### src/sob_map.svh
/*
 * Offsets, field positions, reset values and timing counts of the
 * spindle orientation and bias block.
 * Assumes inclusion by bare name from every file that needs a figure.
 */
`ifndef SOB_MAP_SVH
`define SOB_MAP_SVH

// Register byte offsets, one aligned word each
`define SOB_OFF_CTRL 8'h00
`define SOB_OFF_ENC 8'h04
`define SOB_OFF_GEAR 8'h08
`define SOB_OFF_STOP 8'h0C
`define SOB_OFF_OSPD 8'h10
`define SOB_OFF_READY 8'h14
`define SOB_OFF_GAIN 8'h18
`define SOB_OFF_PBIAS 8'h1C
`define SOB_OFF_FBIAS 8'h20
`define SOB_OFF_STATUS 8'h24
`define SOB_OFF_MSPEED 8'h28
`define SOB_OFF_MPOS 8'h2C

// Control register bits
`define SOB_CTRL_PT_MODE 0
`define SOB_CTRL_ODIR 1
`define SOB_CTRL_FBSIGN 2

// Field positions of packed registers
`define SOB_GEAR_DEN_LSB 16
`define SOB_READY_DLY_LSB 16
`define SOB_STAT_READY 3
`define SOB_STAT_LOCK 4
`define SOB_STAT_REM_LSB 16

// Reset values and setting limits
`define SOB_ENC_RST 16'h0400
`define SOB_ENC_MIN 16'h0080
`define SOB_GEAR_RST 16'h0001
`define SOB_GEAR_MAX 16'h270F
`define SOB_STOP_RST 12'h000
`define SOB_OSPD_RST 16'h01F4
`define SOB_OSPD_MAX 16'h2EE0
`define SOB_RANGE_RST 16'h0005
`define SOB_RANGE_MAX 16'h270F
`define SOB_DELAY_RST 10'h000
`define SOB_DELAY_MAX 10'h3E7
`define SOB_GAIN_RST 16'h0032
`define SOB_GAIN_MAX 16'h2710
`define SOB_PBIAS_MAX 16'h0800
`define SOB_PBIAS_MIN 16'hF800

// Stop position resolution and loop scaling
`define SOB_DIV_BITS 12
`define SOB_GAIN_SHIFT 8

// Timing: bias period and the 0.01 s delay unit in bias periods
`define SOB_CLK_MHZ 100
`define SOB_BIAS_PERIOD_US 2000
`define SOB_BIAS_PERIOD_CYC (`SOB_BIAS_PERIOD_US * `SOB_CLK_MHZ)
`define SOB_DELAY_TICKS 3'h5
// Cycles after reset before encoder steps count
`define SOB_WARM_CYC 3'h7

`endif

### src/sob_pkg.sv
/*
 * Types shared by the spindle orientation and bias block.
 * Assumes sob_map.svh is on the include path.
 */
package sob_pkg;

    // Orientation sequence states
    typedef enum logic [2:0] {
        SOB_IDLE, SOB_ACCEL, SOB_SEEK, SOB_POSN, SOB_SETTLE, SOB_LOCK
    } sob_state_t;

    // Software settings travel together
    typedef struct packed {
        logic pt_mode;
        logic odir;
        logic fbsign;
        logic [15:0] enc;
        logic [15:0] gnum;
        logic [15:0] gden;
        logic [11:0] stop;
        logic [15:0] ospd;
        logic [15:0] range;
        logic [9:0] delay;
        logic [15:0] gain;
        logic signed [15:0] pbias;
        logic [15:0] fbias;
    } sob_cfg_t;

    // Clamp an unsigned setting into its legal span
    function automatic logic [15:0] sob_clamp(input logic [15:0] v,
                                              input logic [15:0] lo,
                                              input logic [15:0] hi);
        sob_clamp = (v < lo) ? lo : ((v > hi) ? hi : v);
    endfunction

endpackage

### src/sob_sync.sv
/*
 * Three-stage pin synchroniser; a change is taken once stages two
 * and three agree. Assumes pins are asynchronous to hclk.
 */
`timescale 1ns/1ps
`default_nettype none

module sob_sync #(
    parameter int W = 4
) (
    // Clock and reset
    input wire logic hclk,
    input wire logic hresetn,
    // Raw pins and filtered result
    input wire logic [W-1:0] pin,
    output logic [W-1:0] level
);
    logic [W-1:0] s1; // Only read by s2
    logic [W-1:0] s2;
    logic [W-1:0] s3;

    // Shift chain; output follows only on agreement
    always_ff @(posedge hclk or negedge hresetn) begin
        if (!hresetn) begin
            s1 <= '0;
            s2 <= '0;
            s3 <= '0;
            level <= '0;
        end else begin
            s1 <= pin;
            s2 <= s1;
            s3 <= s2;
            level <= (s2 == s3) ? s3 : level;
        end
    end

endmodule

`default_nettype wire

### src/sob_tick.sv
/*
 * Free-running divider giving a one-cycle enable pulse every PERIOD
 * clocks. Assumes PERIOD is at least 2.
 */
`timescale 1ns/1ps
`default_nettype none

module sob_tick #(
    parameter int PERIOD = 200000
) (
    // Clock and reset
    input wire logic hclk,
    input wire logic hresetn,
    // Enable pulse
    output logic tick
);
    logic [31:0] cnt; // Cycles since last pulse
    wire logic wrap = (cnt == 32'(PERIOD - 1));

    // Count and pulse on wrap
    always_ff @(posedge hclk or negedge hresetn) begin
        if (!hresetn) begin
            cnt <= '0;
            tick <= 1'b0;
        end else begin
            cnt <= wrap ? '0 : cnt + 32'h1;
            tick <= wrap;
        end
    end

endmodule

`default_nettype wire

### src/sob_top.sv
/*
 * Spindle orientation and bias: gear-scaled encoder feedback, position
 * and speed bias in pulse-train mode, and index-referenced orientation
 * with a position-ready output. Registers sit behind an AHB-Lite slave.
 * Assumes encoder and index pins are asynchronous; run, orient, bias
 * and pulse inputs come from logic on hclk.
 */
// Added by the designer: register access over AHB-Lite and the register addresses.
`timescale 1ns/1ps
`default_nettype none
`include "sob_map.svh"

module sob_top
    import sob_pkg::*;
#(
    parameter int BIAS_PERIOD_CYC = `SOB_BIAS_PERIOD_CYC
) (
    // Clock and reset
    input wire logic hclk,
    input wire logic hresetn,
    // AHB-Lite slave
    input wire logic hsel,
    input wire logic [31:0] haddr,
    input wire logic [1:0] htrans,
    input wire logic hwrite,
    input wire logic [2:0] hsize,
    input wire logic [31:0] hwdata,
    input wire logic hready,
    output logic hreadyout,
    output logic hresp,
    output logic [31:0] hrdata,
    // Encoder pins
    input wire logic enc_a,
    input wire logic enc_b,
    input wire logic index_pulse_positive,
    input wire logic index_pulse_negative,
    // Drive-side controls
    input wire logic run_cmd,
    input wire logic orient_request_input,
    input wire logic bias_add_input,
    input wire logic speed_reached,
    input wire logic signed [15:0] speed_cmd_in,
    input wire logic pulse_step,
    input wire logic pulse_dir,
    // Drive-side results
    output logic signed [15:0] speed_ref_out,
    output logic signed [15:0] position_cmd_delta,
    output logic position_cmd_valid,
    output logic position_ready_output,
    output logic servo_lock,
    output logic decel_time_bypass
);

    // x1 quadrature step: count on A rising, B high means reverse
    function automatic logic signed [1:0] sob_enc_step(input logic a_old,
                                                       input logic a_new,
                                                       input logic b);
        sob_enc_step = (!a_old && a_new) ? (b ? 2'sb11 : 2'sb01) : 2'sb00;
    endfunction

    sob_cfg_t cfg; // Software settings
    sob_state_t state; // Orientation sequence
    sob_state_t next_state;

    // Bus address phase capture
    logic wr_pend;
    logic [7:0] wr_addr;
    wire logic take = hsel && hready && htrans[1];
    wire logic [7:0] addr_lo = {haddr[7:2], 2'b00};

    // Synchronised pins
    logic [3:0] pins;
    logic a_prev; // Last filtered A level
    logic idx_prev; // Last index state
    wire logic a_now = pins[0];
    wire logic b_now = pins[1];
    // Index is seen when the pair is driven positive
    wire logic idx_now = pins[2] && !pins[3];
    wire logic idx_rise = idx_now && !idx_prev;
    logic [2:0] warm; // Steps wait until the synchroniser shows real pin levels
    wire logic signed [1:0] step = (warm == `SOB_WARM_CYC) ? sob_enc_step(a_prev, a_now, b_now)
                                                              : 2'sb00;

    // Gear scaling: residue carries fractional motor pulses
    logic signed [23:0] residue;
    logic signed [31:0] motor_pos;
    logic signed [15:0] win_steps; // Motor steps in this bias period
    logic signed [15:0] motor_speed; // Steps per bias period
    wire logic signed [23:0] num_s = {8'h00, cfg.gnum};
    wire logic signed [23:0] den_s = {8'h00, cfg.gden};
    wire logic signed [23:0] res_in = (step == 2'sb01) ? residue + num_s :
                                     (step == 2'sb11) ? residue - num_s : residue;
    wire logic gear_up = (res_in >= den_s);
    wire logic gear_dn = (res_in <= -den_s);
    wire logic signed [1:0] mstep = gear_up ? 2'sb01 : (gear_dn ? 2'sb11 : 2'sb00);

    // Bias period tick
    logic tick;
    logic signed [15:0] pt_accum; // Pulse-train change in this period

    // Orientation geometry in raw encoder pulses
    wire logic [27:0] stop_prod = 28'(cfg.stop) * 28'(cfg.enc);
    wire logic [15:0] stop_pulses = stop_prod[27:`SOB_DIV_BITS];
    wire logic signed [19:0] target = 20'(stop_pulses) +
                                      (cfg.odir ? 20'(cfg.enc) << 1 : 20'(cfg.enc));
    logic signed [19:0] dir_pos; // Pulses since index, in run direction
    wire logic signed [19:0] remaining = target - dir_pos;
    wire logic [19:0] rem_abs = remaining[19] ? -remaining : remaining;
    wire logic in_range = (rem_abs <= 20'(cfg.range));

    // Loop speed: gain times error, never above orient speed
    wire logic [35:0] loop_prod = 36'(cfg.gain) * 36'(rem_abs);
    wire logic [35:0] loop_shift = loop_prod >> `SOB_GAIN_SHIFT;
    wire logic [15:0] loop_mag = (loop_shift > 36'(cfg.ospd)) ? cfg.ospd : loop_shift[15:0];
    wire logic loop_fwd = cfg.odir ? remaining[19] : !remaining[19];
    wire logic signed [15:0] loop_spd = loop_fwd ? loop_mag : -loop_mag;
    wire logic signed [15:0] orient_spd = cfg.odir ? -cfg.ospd : cfg.ospd;

    // Speed bias with its own sign bit
    wire logic signed [15:0] fbias_s = cfg.fbsign ? -cfg.fbias : cfg.fbias;
    wire logic bias_on = cfg.pt_mode && bias_add_input;
    wire logic signed [15:0] base_spd = bias_on ? speed_cmd_in + fbias_s : speed_cmd_in;

    // Settle delay counted in bias periods
    logic [12:0] dly_cnt;
    wire logic dly_done = (dly_cnt == 13'h0000);

    // Synchronise encoder and index pins
    sob_sync #(.W(4)) u_sync (
        .hclk(hclk),
        .hresetn(hresetn),
        .pin({index_pulse_negative, index_pulse_positive, enc_b, enc_a}),
        .level(pins)
    );

    // Bias period divider
    sob_tick #(.PERIOD(BIAS_PERIOD_CYC)) u_tick (
        .hclk(hclk),
        .hresetn(hresetn),
        .tick(tick)
    );

    // Next orientation state; orient drop always aborts
    always_comb begin
        next_state = state;
        case (state)
            SOB_IDLE: begin
                // Covers run-then-orient and orient-then-run alike
                if (orient_request_input && run_cmd) next_state = SOB_ACCEL;
            end
            SOB_ACCEL: begin
                if (speed_reached) next_state = SOB_SEEK;
            end
            SOB_SEEK: begin
                if (idx_rise) next_state = SOB_POSN;
            end
            SOB_POSN: begin
                if (in_range) next_state = SOB_SETTLE;
            end
            SOB_SETTLE: begin
                if (dly_done) next_state = SOB_LOCK;
            end
            SOB_LOCK: begin
                next_state = SOB_LOCK;
            end
            default: next_state = SOB_IDLE;
        endcase
        // Lock and ready stay until their own inputs drop
        if (!orient_request_input) next_state = SOB_IDLE;
        else if (!run_cmd && state != SOB_LOCK) next_state = SOB_IDLE;
    end

    // Sequence register
    always_ff @(posedge hclk or negedge hresetn) begin
        if (!hresetn) state <= SOB_IDLE;
        else state <= next_state;
    end

    // Position since index; cleared on the index so division zero sits there
    always_ff @(posedge hclk or negedge hresetn) begin
        if (!hresetn) begin
            dir_pos <= '0;
        end else if (state == SOB_SEEK && idx_rise) begin
            dir_pos <= '0;
        end else if (step != 2'sb00) begin
            // Count along the orient direction
            dir_pos <= (cfg.odir ? dir_pos - 20'(step) : dir_pos + 20'(step));
        end
    end

    // Settle delay: load on entry, count bias periods
    always_ff @(posedge hclk or negedge hresetn) begin
        if (!hresetn) begin
            dly_cnt <= '0;
        end else if (state == SOB_POSN) begin
            dly_cnt <= 13'(cfg.delay) * 13'(`SOB_DELAY_TICKS);
        end else if (state == SOB_SETTLE && tick && !dly_done) begin
            dly_cnt <= dly_cnt - 13'h0001;
        end
    end

    // Orientation outputs
    always_ff @(posedge hclk or negedge hresetn) begin
        if (!hresetn) begin
            position_ready_output <= 1'b0;
            servo_lock <= 1'b0;
            decel_time_bypass <= 1'b0;
        end else begin
            position_ready_output <= (next_state == SOB_LOCK);
            servo_lock <= (next_state == SOB_LOCK) && run_cmd;
            decel_time_bypass <= (next_state == SOB_POSN) || (next_state == SOB_SETTLE);
        end
    end

    // Speed reference: orient speed, loop speed, or biased command
    always_ff @(posedge hclk or negedge hresetn) begin
        if (!hresetn) begin
            speed_ref_out <= '0;
        end else begin
            case (state)
                SOB_ACCEL, SOB_SEEK: speed_ref_out <= orient_spd;
                SOB_POSN, SOB_SETTLE, SOB_LOCK: speed_ref_out <= loop_spd;
                default: speed_ref_out <= base_spd;
            endcase
        end
    end

    // Encoder edge tracking
    always_ff @(posedge hclk or negedge hresetn) begin
        if (!hresetn) begin
            a_prev <= 1'b0;
            idx_prev <= 1'b0;
            warm <= 3'h0;
        end else begin
            a_prev <= a_now;
            idx_prev <= idx_now;
            // A reset-zero level followed by a high pin would look like an edge
            if (warm != `SOB_WARM_CYC) warm <= warm + 3'h1;
        end
    end

    // Gear scaling: one motor step per clock at most, which keeps up with the
    // synchroniser's rate limit on encoder edges only while gnum is at most four times gden
    always_ff @(posedge hclk or negedge hresetn) begin
        if (!hresetn) begin
            residue <= '0;
            motor_pos <= '0;
        end else begin
            residue <= gear_up ? res_in - den_s : (gear_dn ? res_in + den_s : res_in);
            motor_pos <= motor_pos + 32'(mstep);
        end
    end

    // Motor speed as scaled steps per bias period
    always_ff @(posedge hclk or negedge hresetn) begin
        if (!hresetn) begin
            win_steps <= '0;
            motor_speed <= '0;
        end else if (tick) begin
            motor_speed <= win_steps + 16'(mstep);
            win_steps <= '0;
        end else begin
            win_steps <= win_steps + 16'(mstep);
        end
    end

    // Pulse-train change with position bias once per period
    always_ff @(posedge hclk or negedge hresetn) begin
        if (!hresetn) begin
            pt_accum <= '0;
            position_cmd_delta <= '0;
            position_cmd_valid <= 1'b0;
        end else begin
            position_cmd_valid <= tick && cfg.pt_mode;
            if (tick) begin
                // Signed add: positive bias moves forward
                position_cmd_delta <= pt_accum + cfg.pbias;
                pt_accum <= '0;
            end else if (pulse_step) begin
                pt_accum <= pulse_dir ? pt_accum - 16'sh0001 : pt_accum + 16'sh0001;
            end
        end
    end

    // Bus address phase capture; zero wait states
    always_ff @(posedge hclk or negedge hresetn) begin
        if (!hresetn) begin
            wr_pend <= 1'b0;
            wr_addr <= '0;
        end else begin
            wr_pend <= take && hwrite;
            wr_addr <= addr_lo;
        end
    end

    // Register writes; out-of-range values are clamped to the legal span, except stop, which keeps only its low 12 bits
    always_ff @(posedge hclk or negedge hresetn) begin
        if (!hresetn) begin
            cfg.pt_mode <= 1'b0;
            cfg.odir <= 1'b0;
            cfg.fbsign <= 1'b0;
            cfg.enc <= `SOB_ENC_RST;
            cfg.gnum <= `SOB_GEAR_RST;
            cfg.gden <= `SOB_GEAR_RST;
            cfg.stop <= `SOB_STOP_RST;
            cfg.ospd <= `SOB_OSPD_RST;
            cfg.range <= `SOB_RANGE_RST;
            cfg.delay <= `SOB_DELAY_RST;
            cfg.gain <= `SOB_GAIN_RST;
            cfg.pbias <= '0;
            cfg.fbias <= '0;
        end else if (wr_pend) begin
            case (wr_addr)
                `SOB_OFF_CTRL: begin
                    cfg.pt_mode <= hwdata[`SOB_CTRL_PT_MODE];
                    cfg.odir <= hwdata[`SOB_CTRL_ODIR];
                    cfg.fbsign <= hwdata[`SOB_CTRL_FBSIGN];
                end
                `SOB_OFF_ENC: cfg.enc <= sob_clamp(hwdata[15:0], `SOB_ENC_MIN, 16'hFFFF);
                `SOB_OFF_GEAR: begin
                    cfg.gnum <= sob_clamp(hwdata[15:0], 16'h0000, `SOB_GEAR_MAX);
                    // Zero denominator would never divide; hold it at one
                    cfg.gden <= sob_clamp(hwdata[31:`SOB_GEAR_DEN_LSB], `SOB_GEAR_RST,
                                          `SOB_GEAR_MAX);
                end
                `SOB_OFF_STOP: cfg.stop <= hwdata[`SOB_DIV_BITS-1:0];
                `SOB_OFF_OSPD: cfg.ospd <= sob_clamp(hwdata[15:0], 16'h0000, `SOB_OSPD_MAX);
                `SOB_OFF_READY: begin
                    cfg.range <= sob_clamp(hwdata[15:0], 16'h0000, `SOB_RANGE_MAX);
                    cfg.delay <= (hwdata[25:16] > `SOB_DELAY_MAX) ? `SOB_DELAY_MAX
                                                                  : hwdata[25:16];
                end
                `SOB_OFF_GAIN: cfg.gain <= sob_clamp(hwdata[15:0], 16'h0000, `SOB_GAIN_MAX);
                `SOB_OFF_PBIAS: begin
                    // Signed clamp to -2048..2048
                    if ($signed(hwdata[15:0]) > $signed(`SOB_PBIAS_MAX))
                        cfg.pbias <= `SOB_PBIAS_MAX;
                    else if ($signed(hwdata[15:0]) < $signed(`SOB_PBIAS_MIN))
                        cfg.pbias <= `SOB_PBIAS_MIN;
                    else
                        cfg.pbias <= hwdata[15:0];
                end
                `SOB_OFF_FBIAS: cfg.fbias <= sob_clamp(hwdata[15:0], 16'h0000, `SOB_OSPD_MAX);
                default: begin
                    // Unmapped or read-only: write ignored
                end
            endcase
        end
    end

    // Read mux, selected in the address phase
    logic [31:0] rd_next;
    always_comb begin
        case (addr_lo)
            `SOB_OFF_CTRL: rd_next = 32'({cfg.fbsign, cfg.odir, cfg.pt_mode});
            `SOB_OFF_ENC: rd_next = 32'(cfg.enc);
            `SOB_OFF_GEAR: rd_next = {cfg.gden, cfg.gnum};
            `SOB_OFF_STOP: rd_next = 32'(cfg.stop);
            `SOB_OFF_OSPD: rd_next = 32'(cfg.ospd);
            `SOB_OFF_READY: rd_next = {6'h00, cfg.delay, cfg.range};
            `SOB_OFF_GAIN: rd_next = 32'(cfg.gain);
            `SOB_OFF_PBIAS: rd_next = 32'(cfg.pbias);
            `SOB_OFF_FBIAS: rd_next = 32'(cfg.fbias);
            `SOB_OFF_STATUS: rd_next = {remaining[15:0], 11'h000, servo_lock,
                                        position_ready_output, state};
            `SOB_OFF_MSPEED: rd_next = 32'(motor_speed);
            `SOB_OFF_MPOS: rd_next = motor_pos;
            default: rd_next = 32'h0000_0000;
        endcase
    end

    // Read data register; always ready, always OKAY
    always_ff @(posedge hclk or negedge hresetn) begin
        if (!hresetn) hrdata <= '0;
        else if (take && !hwrite) hrdata <= rd_next;
    end

    assign hreadyout = 1'b1;
    assign hresp = 1'b0;

endmodule

`default_nettype wire
### config.mk
export PLATFORM = sky130hd
export DESIGN_NAME = sob_top
export DESIGN_NICKNAME = d
export VERILOG_FILES = /design/src/sob_pkg.sv /design/src/sob_sync.sv /design/src/sob_tick.sv /design/src/sob_top.sv
export VERILOG_INCLUDE_DIRS = /design/src /design/src/src
export SDC_FILE = /design/constraint.sdc
export NUM_CORES = 2
export LEC_CHECK = 0
export ABC_CLOCK_PERIOD_IN_PS = 32299
export BUFFER_PORTS_ARGS = -buffer_cell sky130_fd_sc_hd__buf_2
export CAP_MARGIN = 30
export CORE_ASPECT_RATIO = 0.9
export CORE_MARGIN = 3
export CORE_UTILIZATION = 55
export CTS_CLUSTER_SIZE = 20
export DETAILED_ROUTE_END_ITERATION = 8
export PLACE_DENSITY = 0.79
export RECOVER_POWER = 100
export SYNTH_ARGS = -nofsm -noshare
export SYNTH_HDL_FRONTEND = slang
export SYNTH_HIERARCHICAL = 1
export SYNTH_SLANG_ARGS = --single-unit
export TNS_END_PERCENT = 30
### constraint.sdc
create_clock -name hclk -period 32.3 [get_ports hclk]
set_clock_uncertainty 0.15 [all_clocks]
set_input_delay 3.23 -clock hclk [delete_from_list [all_inputs] [get_ports hclk]]
set_output_delay 3.23 -clock hclk [all_outputs]
set_load 0.01 [all_outputs]
==> After elaboration in Yosys (flattened, before gate mapping) <==
Cells that the tools add are included.
{ "word_totals": {"register_bits": 422, "latch_bits": 0, "ramBits": 0, "rom_bits": 0, "input_bits": 100, "out_inout_bits": 70, "n_memories": 0} }
{ "classes": {"add_sub_neg": 22, "n_mul": 3, "div_mod_pow": 0, "n_lt_le_gt_ge": 15, "eq_ne": 34, "shift": 0, "n_mux": 50, "n_bitwise": 0, "reduce_logical": 42} }
{ "ops": {"columns": ["cell", "n"], "rows": [
  ["case mux 32 bit (12 select lines)", 1],
  ["two-way mux 16 bit", 21],
  ["two-way mux 24 bit", 4],
  ["two-way mux 20 bit", 4],
  ["> comparator 16 x 14 -> 1 bit, second input constant", 4],
  ["adder 24 x 17 -> 24 bit", 2],
  ["== test 6 x 3 -> 1 bit, second input constant", 8],
  ["negator 16 bit", 3],
  ["subtractor 24 x 17 -> 24 bit", 2],
  ["multiplier 16 x 20 -> 36 bit", 1],
  ["adder 16 bit", 2],
  ["adder 32 x 1 -> 32 bit, second input constant", 1],
  ["adder 32 x 2 -> 32 bit", 1],
  ["== test 32 x 18 -> 1 bit, second input constant", 1],
  ["less-than comparator 16 x 1 -> 1 bit, second input constant", 2],
  ["two-way mux 32 bit", 1],
  ["case mux 16 bit (2 select lines)", 1],
  ["== test 6 x 4 -> 1 bit, second input constant", 5],
  ["> comparator 28 x 16 -> 1 bit", 1],
  ["multiplier 12 x 16 -> 28 bit", 1],
  ["two-way mux 13 bit", 2],
  ["== test 6 x 2 -> 1 bit, second input constant", 4],
  [">= comparator 24 x 17 -> 1 bit", 1],
  ["<= comparator 24 bit", 1],
  ["other kinds (42)", 92]
]} }

==> Depth between registers and ports, before layout <==
{ "logic_depth": {"depth_word": 12, "mapped_depth": 88, "depth_no_buf": 84} }

==> By module <==
Netlist, hierarchy kept.
{ "modules_own_cells": {"columns": ["module", "n_inst", "cells_per_inst", "area_per_inst_um2", "seq_area_each_um2"], "rows": [
  ["sob_top", 1, 5361, 45661.3, 9351.5],
  ["sob_tick", 1, 145, 1564.0, 825.8],
  ["sob_sync", 1, 25, 493.0, 400.4]
]} }

==> Worst setup path before layout <==
No wires, ideal clock.
{ "synth_path": {"path_type": "register to register", "start": "register cfg[94] (netlist name)", "end": "register speed_ref_out[14]", "setup_ps": 136, "arrival_ps": 18610, "slack_ps": 13404, "path_stages_with_launch": 80, "path_buffers": 6, "period_less_slack_ps": 18896, "cell_sequence": "dfrtp_1 > clkbuf_1 > clkbuf_1 > nand2_1 > fa_1 > fa_1 > inv_1 > fa_1 > fa_1 > inv_1 > fa_1 > inv_1 > ha_1 > o21ai_0 > o21ai_0 > a211oi_1 > inv_1 > a21oi_1 > (+44 left out) > ha_1 > a21o_1 > a21o_1 > a2111oi_0 > nor3_1 > nor3_1 > o211a_1 > o2111ai_1 > a2111o_1 > nor3_1 > buf_2 > mux2i_1 > ha_1 > nand4_1 > or4_1 > o41ai_1 > xor2_1 > o21ai_0"} }
{ "synth_via": {"elab_chain_len": 11} }
{ "synth_rtl": {"columns": ["item", "line", "rtl"], "rows": [
  ["from (decl)", "sob_top.sv:61", "sob_cfg_t cfg;"],
  ["multiplier 12 x 16 -> 28 bit (*)", "sob_top.sv:102", "wire logic [27:0] stop_prod = 28'(cfg.stop) * 28'(cfg.enc);"],
  ["adder 16 x 17 -> 18 bit (*)", "sob_top.sv:104", "wire logic signed [19:0] target = 20'(stop_pulses) +"],
  ["subtractor 19 x 20 -> 20 bit (*)", "sob_top.sv:107", "wire logic signed [19:0] remaining = target - dir_pos;"],
  ["negator 20 bit", "sob_top.sv:108", "wire logic [19:0] rem_abs = remaining[19] ? -remaining : remaining;"],
  ["two-way mux 20 bit", "sob_top.sv:108", null],
  ["multiplier 16 x 20 -> 36 bit", "sob_top.sv:112", "wire logic [35:0] loop_prod = 36'(cfg.gain) * 36'(rem_abs);"],
  ["> comparator 28 x 16 -> 1 bit", "sob_top.sv:114", "wire logic [15:0] loop_mag = (loop_shift > 36'(cfg.ospd)) ? cfg.ospd : loop_shift[15:0];"],
  ["two-way mux 16 bit", "sob_top.sv:114", null],
  ["negator 16 bit", "sob_top.sv:116", "wire logic signed [15:0] loop_spd = loop_fwd ? loop_mag : -loop_mag;"],
  ["two-way mux 16 bit (*)", "sob_top.sv:116", null],
  ["case mux 16 bit (2 select lines) (*)", "sob_top.sv:220", "case (state)"],
  ["to (signal assigned)", "sob_top.sv:221", "SOB_ACCEL, SOB_SEEK: speed_ref_out <= orient_spd;"],
  ["to (signal assigned)", "sob_top.sv:222", "SOB_POSN, SOB_SETTLE, SOB_LOCK: speed_ref_out <= loop_spd;"],
  ["to (signal assigned)", "sob_top.sv:223", "default: speed_ref_out <= base_spd;"],
  ["to (decl)", "sob_top.sv:46", "output logic signed [15:0] speed_ref_out,"]
]} }
Mark *: on every way between the ends. The rest lies on a longest branch, timed or not.
A chain may end at the register's enable or synchronous reset.

==> Worst setup path after layout <==
Same ends and word-level chain as after synthesis.

==> summary.txt <==
Timing
  • Setup TNS: 0 ns
  • Worst Max-Slew Pin Slew: 8.32 ns
  • Relative slew slack: -4.55
  • Post-layout min period: 23.49 ns
  • RSZ-0062 raised after global routing: false
  • Final Hold Vio Count: 0
  • Fin. max-slew vios: 674
  • Setup Viol. Count Final: 0
  • F_max: 42.6 MHz
  • Final Cycle Share: 0.727

Floorplanning
  • Std cell rows: ~100
  • Die Span Y: 285 um
  • Die area: 90300 um2
  • Boundary Pins: 170
  • Core area: 85200 um2
  • Die W: 316 um
  • Starting density of the core: 0.560

Routing
  • Initial DRT Pass Iterations: 8
  • Via Count: roughly 41000
  • Vias per cell: just over 6
  • Routed Wire Length: approximately 150000 um
  • DRT iter0 DRCs: 4306
  • ANT nets after route: 0
  • Drc violations: 0
  • Avg WL per Cell: 21.5 um

Setup path
  • RR Endpoint: speed_ref_out[14]
  • Crit path launch type: register
  • Reg-to-reg critical path startpoint: cfg[94]
  • Worst reg-to-reg setup slack: 8.81 ns
  • R2r worst-path depth: 76
  • Crit-path max cell delay: 0.99 ns
  • WP data required: 32.63 ns
  • Worst path slowest cell: dfrtp_1
  • Crit Path Class: reg -> reg
  • Critical path's most frequent cell: fa_1
  • CP endpoint kind: register
  • CP arrival: 23.82 ns
  • Crit Path Max Fanout: 22

Job
  • Max Cap Viol: 11

Run status
  • Failing checks: max-capacitance violations, max-slew violations
  • Status: finished with violations

Global route
  • First-pass GRT wire length: 228000 um
  • GR Util All Layers: 0.320
  • Vias in the first global route: 40800
  • Largest net degree at the start of global routing: between 150 and 200
  • Remaining global-route overflow: 0
  • Initial antenna violation count: 11

Synthesis
  • Area of the mapped netlist: between 40000 and 50000 um2
  • Asr flop ratio synth: 1.00
  • Sequential area share after synthesis: 0.222
  • Number of flops mapped to enable cells by yosys: 0
  • Syn Area/Cell: 8.63 um2
  • Post-synth top area cell: dfrtp_1
  • Post-synthesis register bit count: 422
  • Yosys cell types: 93
  • Syn_nets: 6493
  • Post-synth top area share: 0.214
  • Post-synth top flop: dfrtp_1
  • Yosys Warn Count: 6
  • Post-Syn Instances: 5531
  • Synth area leaders: dfrtp_1 21%, fa_1 17%, ha_1 12%

Place
  • DP HPWL: 111000 um
  • Port Buf Inserts: 137
  • Final Wtd Congestion: 0.999

Clock network
  • CTS Buffer Depth: 3
  • CTS tree: built
  • Worst skew pair latency: 0.62 ns
  • Worst-path clk slew: 0.06 ns
  • CTS Sinks: between 400 and 500
  • CTS Root Cell: clkbuf_16
  • Post_cts resized: 0
  • CTS H-tree lvls: 2
  • Hold-fix buffers at CTS: 0
  • Total CTS buffers: 47
  • Setup bufs post-CTS: 0

Hold path
  • WHS Endpoint: u_sync/s2[0]
  • Hold path start: u_sync/s1[0]
  • Hold Path Depth: 0
  • Worst min path class: reg -> reg

Finish
  • Layout area overhead: 6.55%
  • Layout Nets: roughly 6500
  • Share of layout cells above drive strength 1: 0.0522
==> metal layers <==
metal  up-vias  part of all wire  global-route usage
met4        10             0.038               0.102
met1     20200              0.41               0.446
li1      18800                 -                   -
met5         -           0.00035                   0
met3       374              0.13              0.0964
met2      2147              0.43               0.479
==> how the worst max path moves through the flow <==
| stage | slack, ns | to | from | cells past startpoint |
|---|---|---|---|---|
| after floorplan | 13.40 | speed_ref_out[14] | cfg[94] | 79 |
| after global placement | 10.59 | speed_ref_out[14] | cfg[93] | 77 |
| after detailed placement | 10.15 | speed_ref_out[14] | cfg[93] | 77 |
| after CTS | 10.15 | speed_ref_out[14] | cfg[93] | 77 |
| after global routing | 7.29 | speed_ref_out[14] | cfg[94] | 77 |
| final | 8.81 | speed_ref_out[14] | cfg[94] | 76 |
==> synthesized netlist by cell type, types with 37 or more instances <==
cell and n:
a21o_1 90, a21oi_1 274, a22o_1 37, a22oi_1 43, and2_1 223, clkbuf_1 209
dfrtp_1 408, fa_1 401, ha_1 461, inv_1 669, mux2_2 71, nand2_1 682
nand2b_1 42, nand3_1 86, nand4_1 53, nor2_1 362, nor2b_1 49, nor3_1 103
o21ai_0 272, o22ai_1 41, xnor2_1 212, xor2_1 74
==> critical path: cells and delay by family, from the launching register on <==
family,cells,cell delay (ns)
compound gates,28,6.41
mux,1,0.42
simple gates,13,3.26
buf+inv,12,2.18
xor+xnor,5,2.33
fa+ha+maj,17,7.60
flops,1,0.99
==> metrics by stage <==
stage	cells	hold WS [ns]	util	instance area, um2	setup slack [ns]
5_1_grt	6726	0.215	0.597	50800	7.29
6_report	6732	0.203	0.597	50800	8.81
4_1_cts	6722	0.206	0.600	51100	10.15
2_1_floorplan	5531	0.181	-	47700	13.40
3_5_place_dp	6635	0.189	0.581	49500	10.15
3_3_place_gp	6631	0.185	0.581	49500	10.59
==> cell type report <==
| cell class | count | area, um2 |
|---|---|---|
| fill | 7464 | 34300 |
| multi-input combinational | 4208 | 33700 |
| sequential | 422 | 10600 |
| inverter | 671 | 2520 |
| tap | 1133 | 1420 |
| clock buffer | 65 | 1360 |
| timing repair buffer | 204 | 985 |
| clock inverter | 22 | 254 |
| antenna | 7 | 17.5 |
==> cell families (layout without fill, tap and decap cells) <==
logic type	after synthesis	count (layout)	synth area share
simple gates	1774	1774	0.176
compound gates	1171	1171	0.162
buf+inv	901	962	0.0712
fa+ha+maj	862	862	0.289
flops	422	422	0.222
xor+xnor	286	286	0.0525
mux	113	113	0.0272
other cells	2	9	0.000157
==> flip-flops by register name, indices dropped and copies added (netlist names), 3 cells and up <==
| register | count |
|---|---|
| dly_cnt | 13 |
| motor_speed | 16 |
| cfg | 153 |
| u_sync/s3 | 4 |
| win_steps | 16 |
| u_tick/cnt | 32 |
| u_sync/s1 | 4 |
| u_sync/level | 4 |
| pt_accum | 16 |
| motor_pos | 32 |
| hrdata | 32 |
| position_cmd_delta | 16 |
| u_sync/s2 | 4 |
| speed_ref_out | 16 |
| state | 3 |
| dir_pos | 20 |
| residue | 24 |
| warm | 3 |
| wr_addr | 6 |
==> cells in the final DEF, fill, tap and decap left out, drive strengths merged, types with 49 or more instances in the layout <==
cell type	n
nand2	682
inv	673
ha	461
dfrtp	408
fa	401
nor2	362
a21oi	274
o21ai	274
and2	223
xnor2	212
clkbuf	188
nor3	104
a21o	90
nand3	86
buf	81
xor2	74
mux2	72
nand4	56
nor2b	49
Power is left out: the tool's default activity adds up to more than one toggle a clock period on the data nets, which glitch-free logic cannot reach.
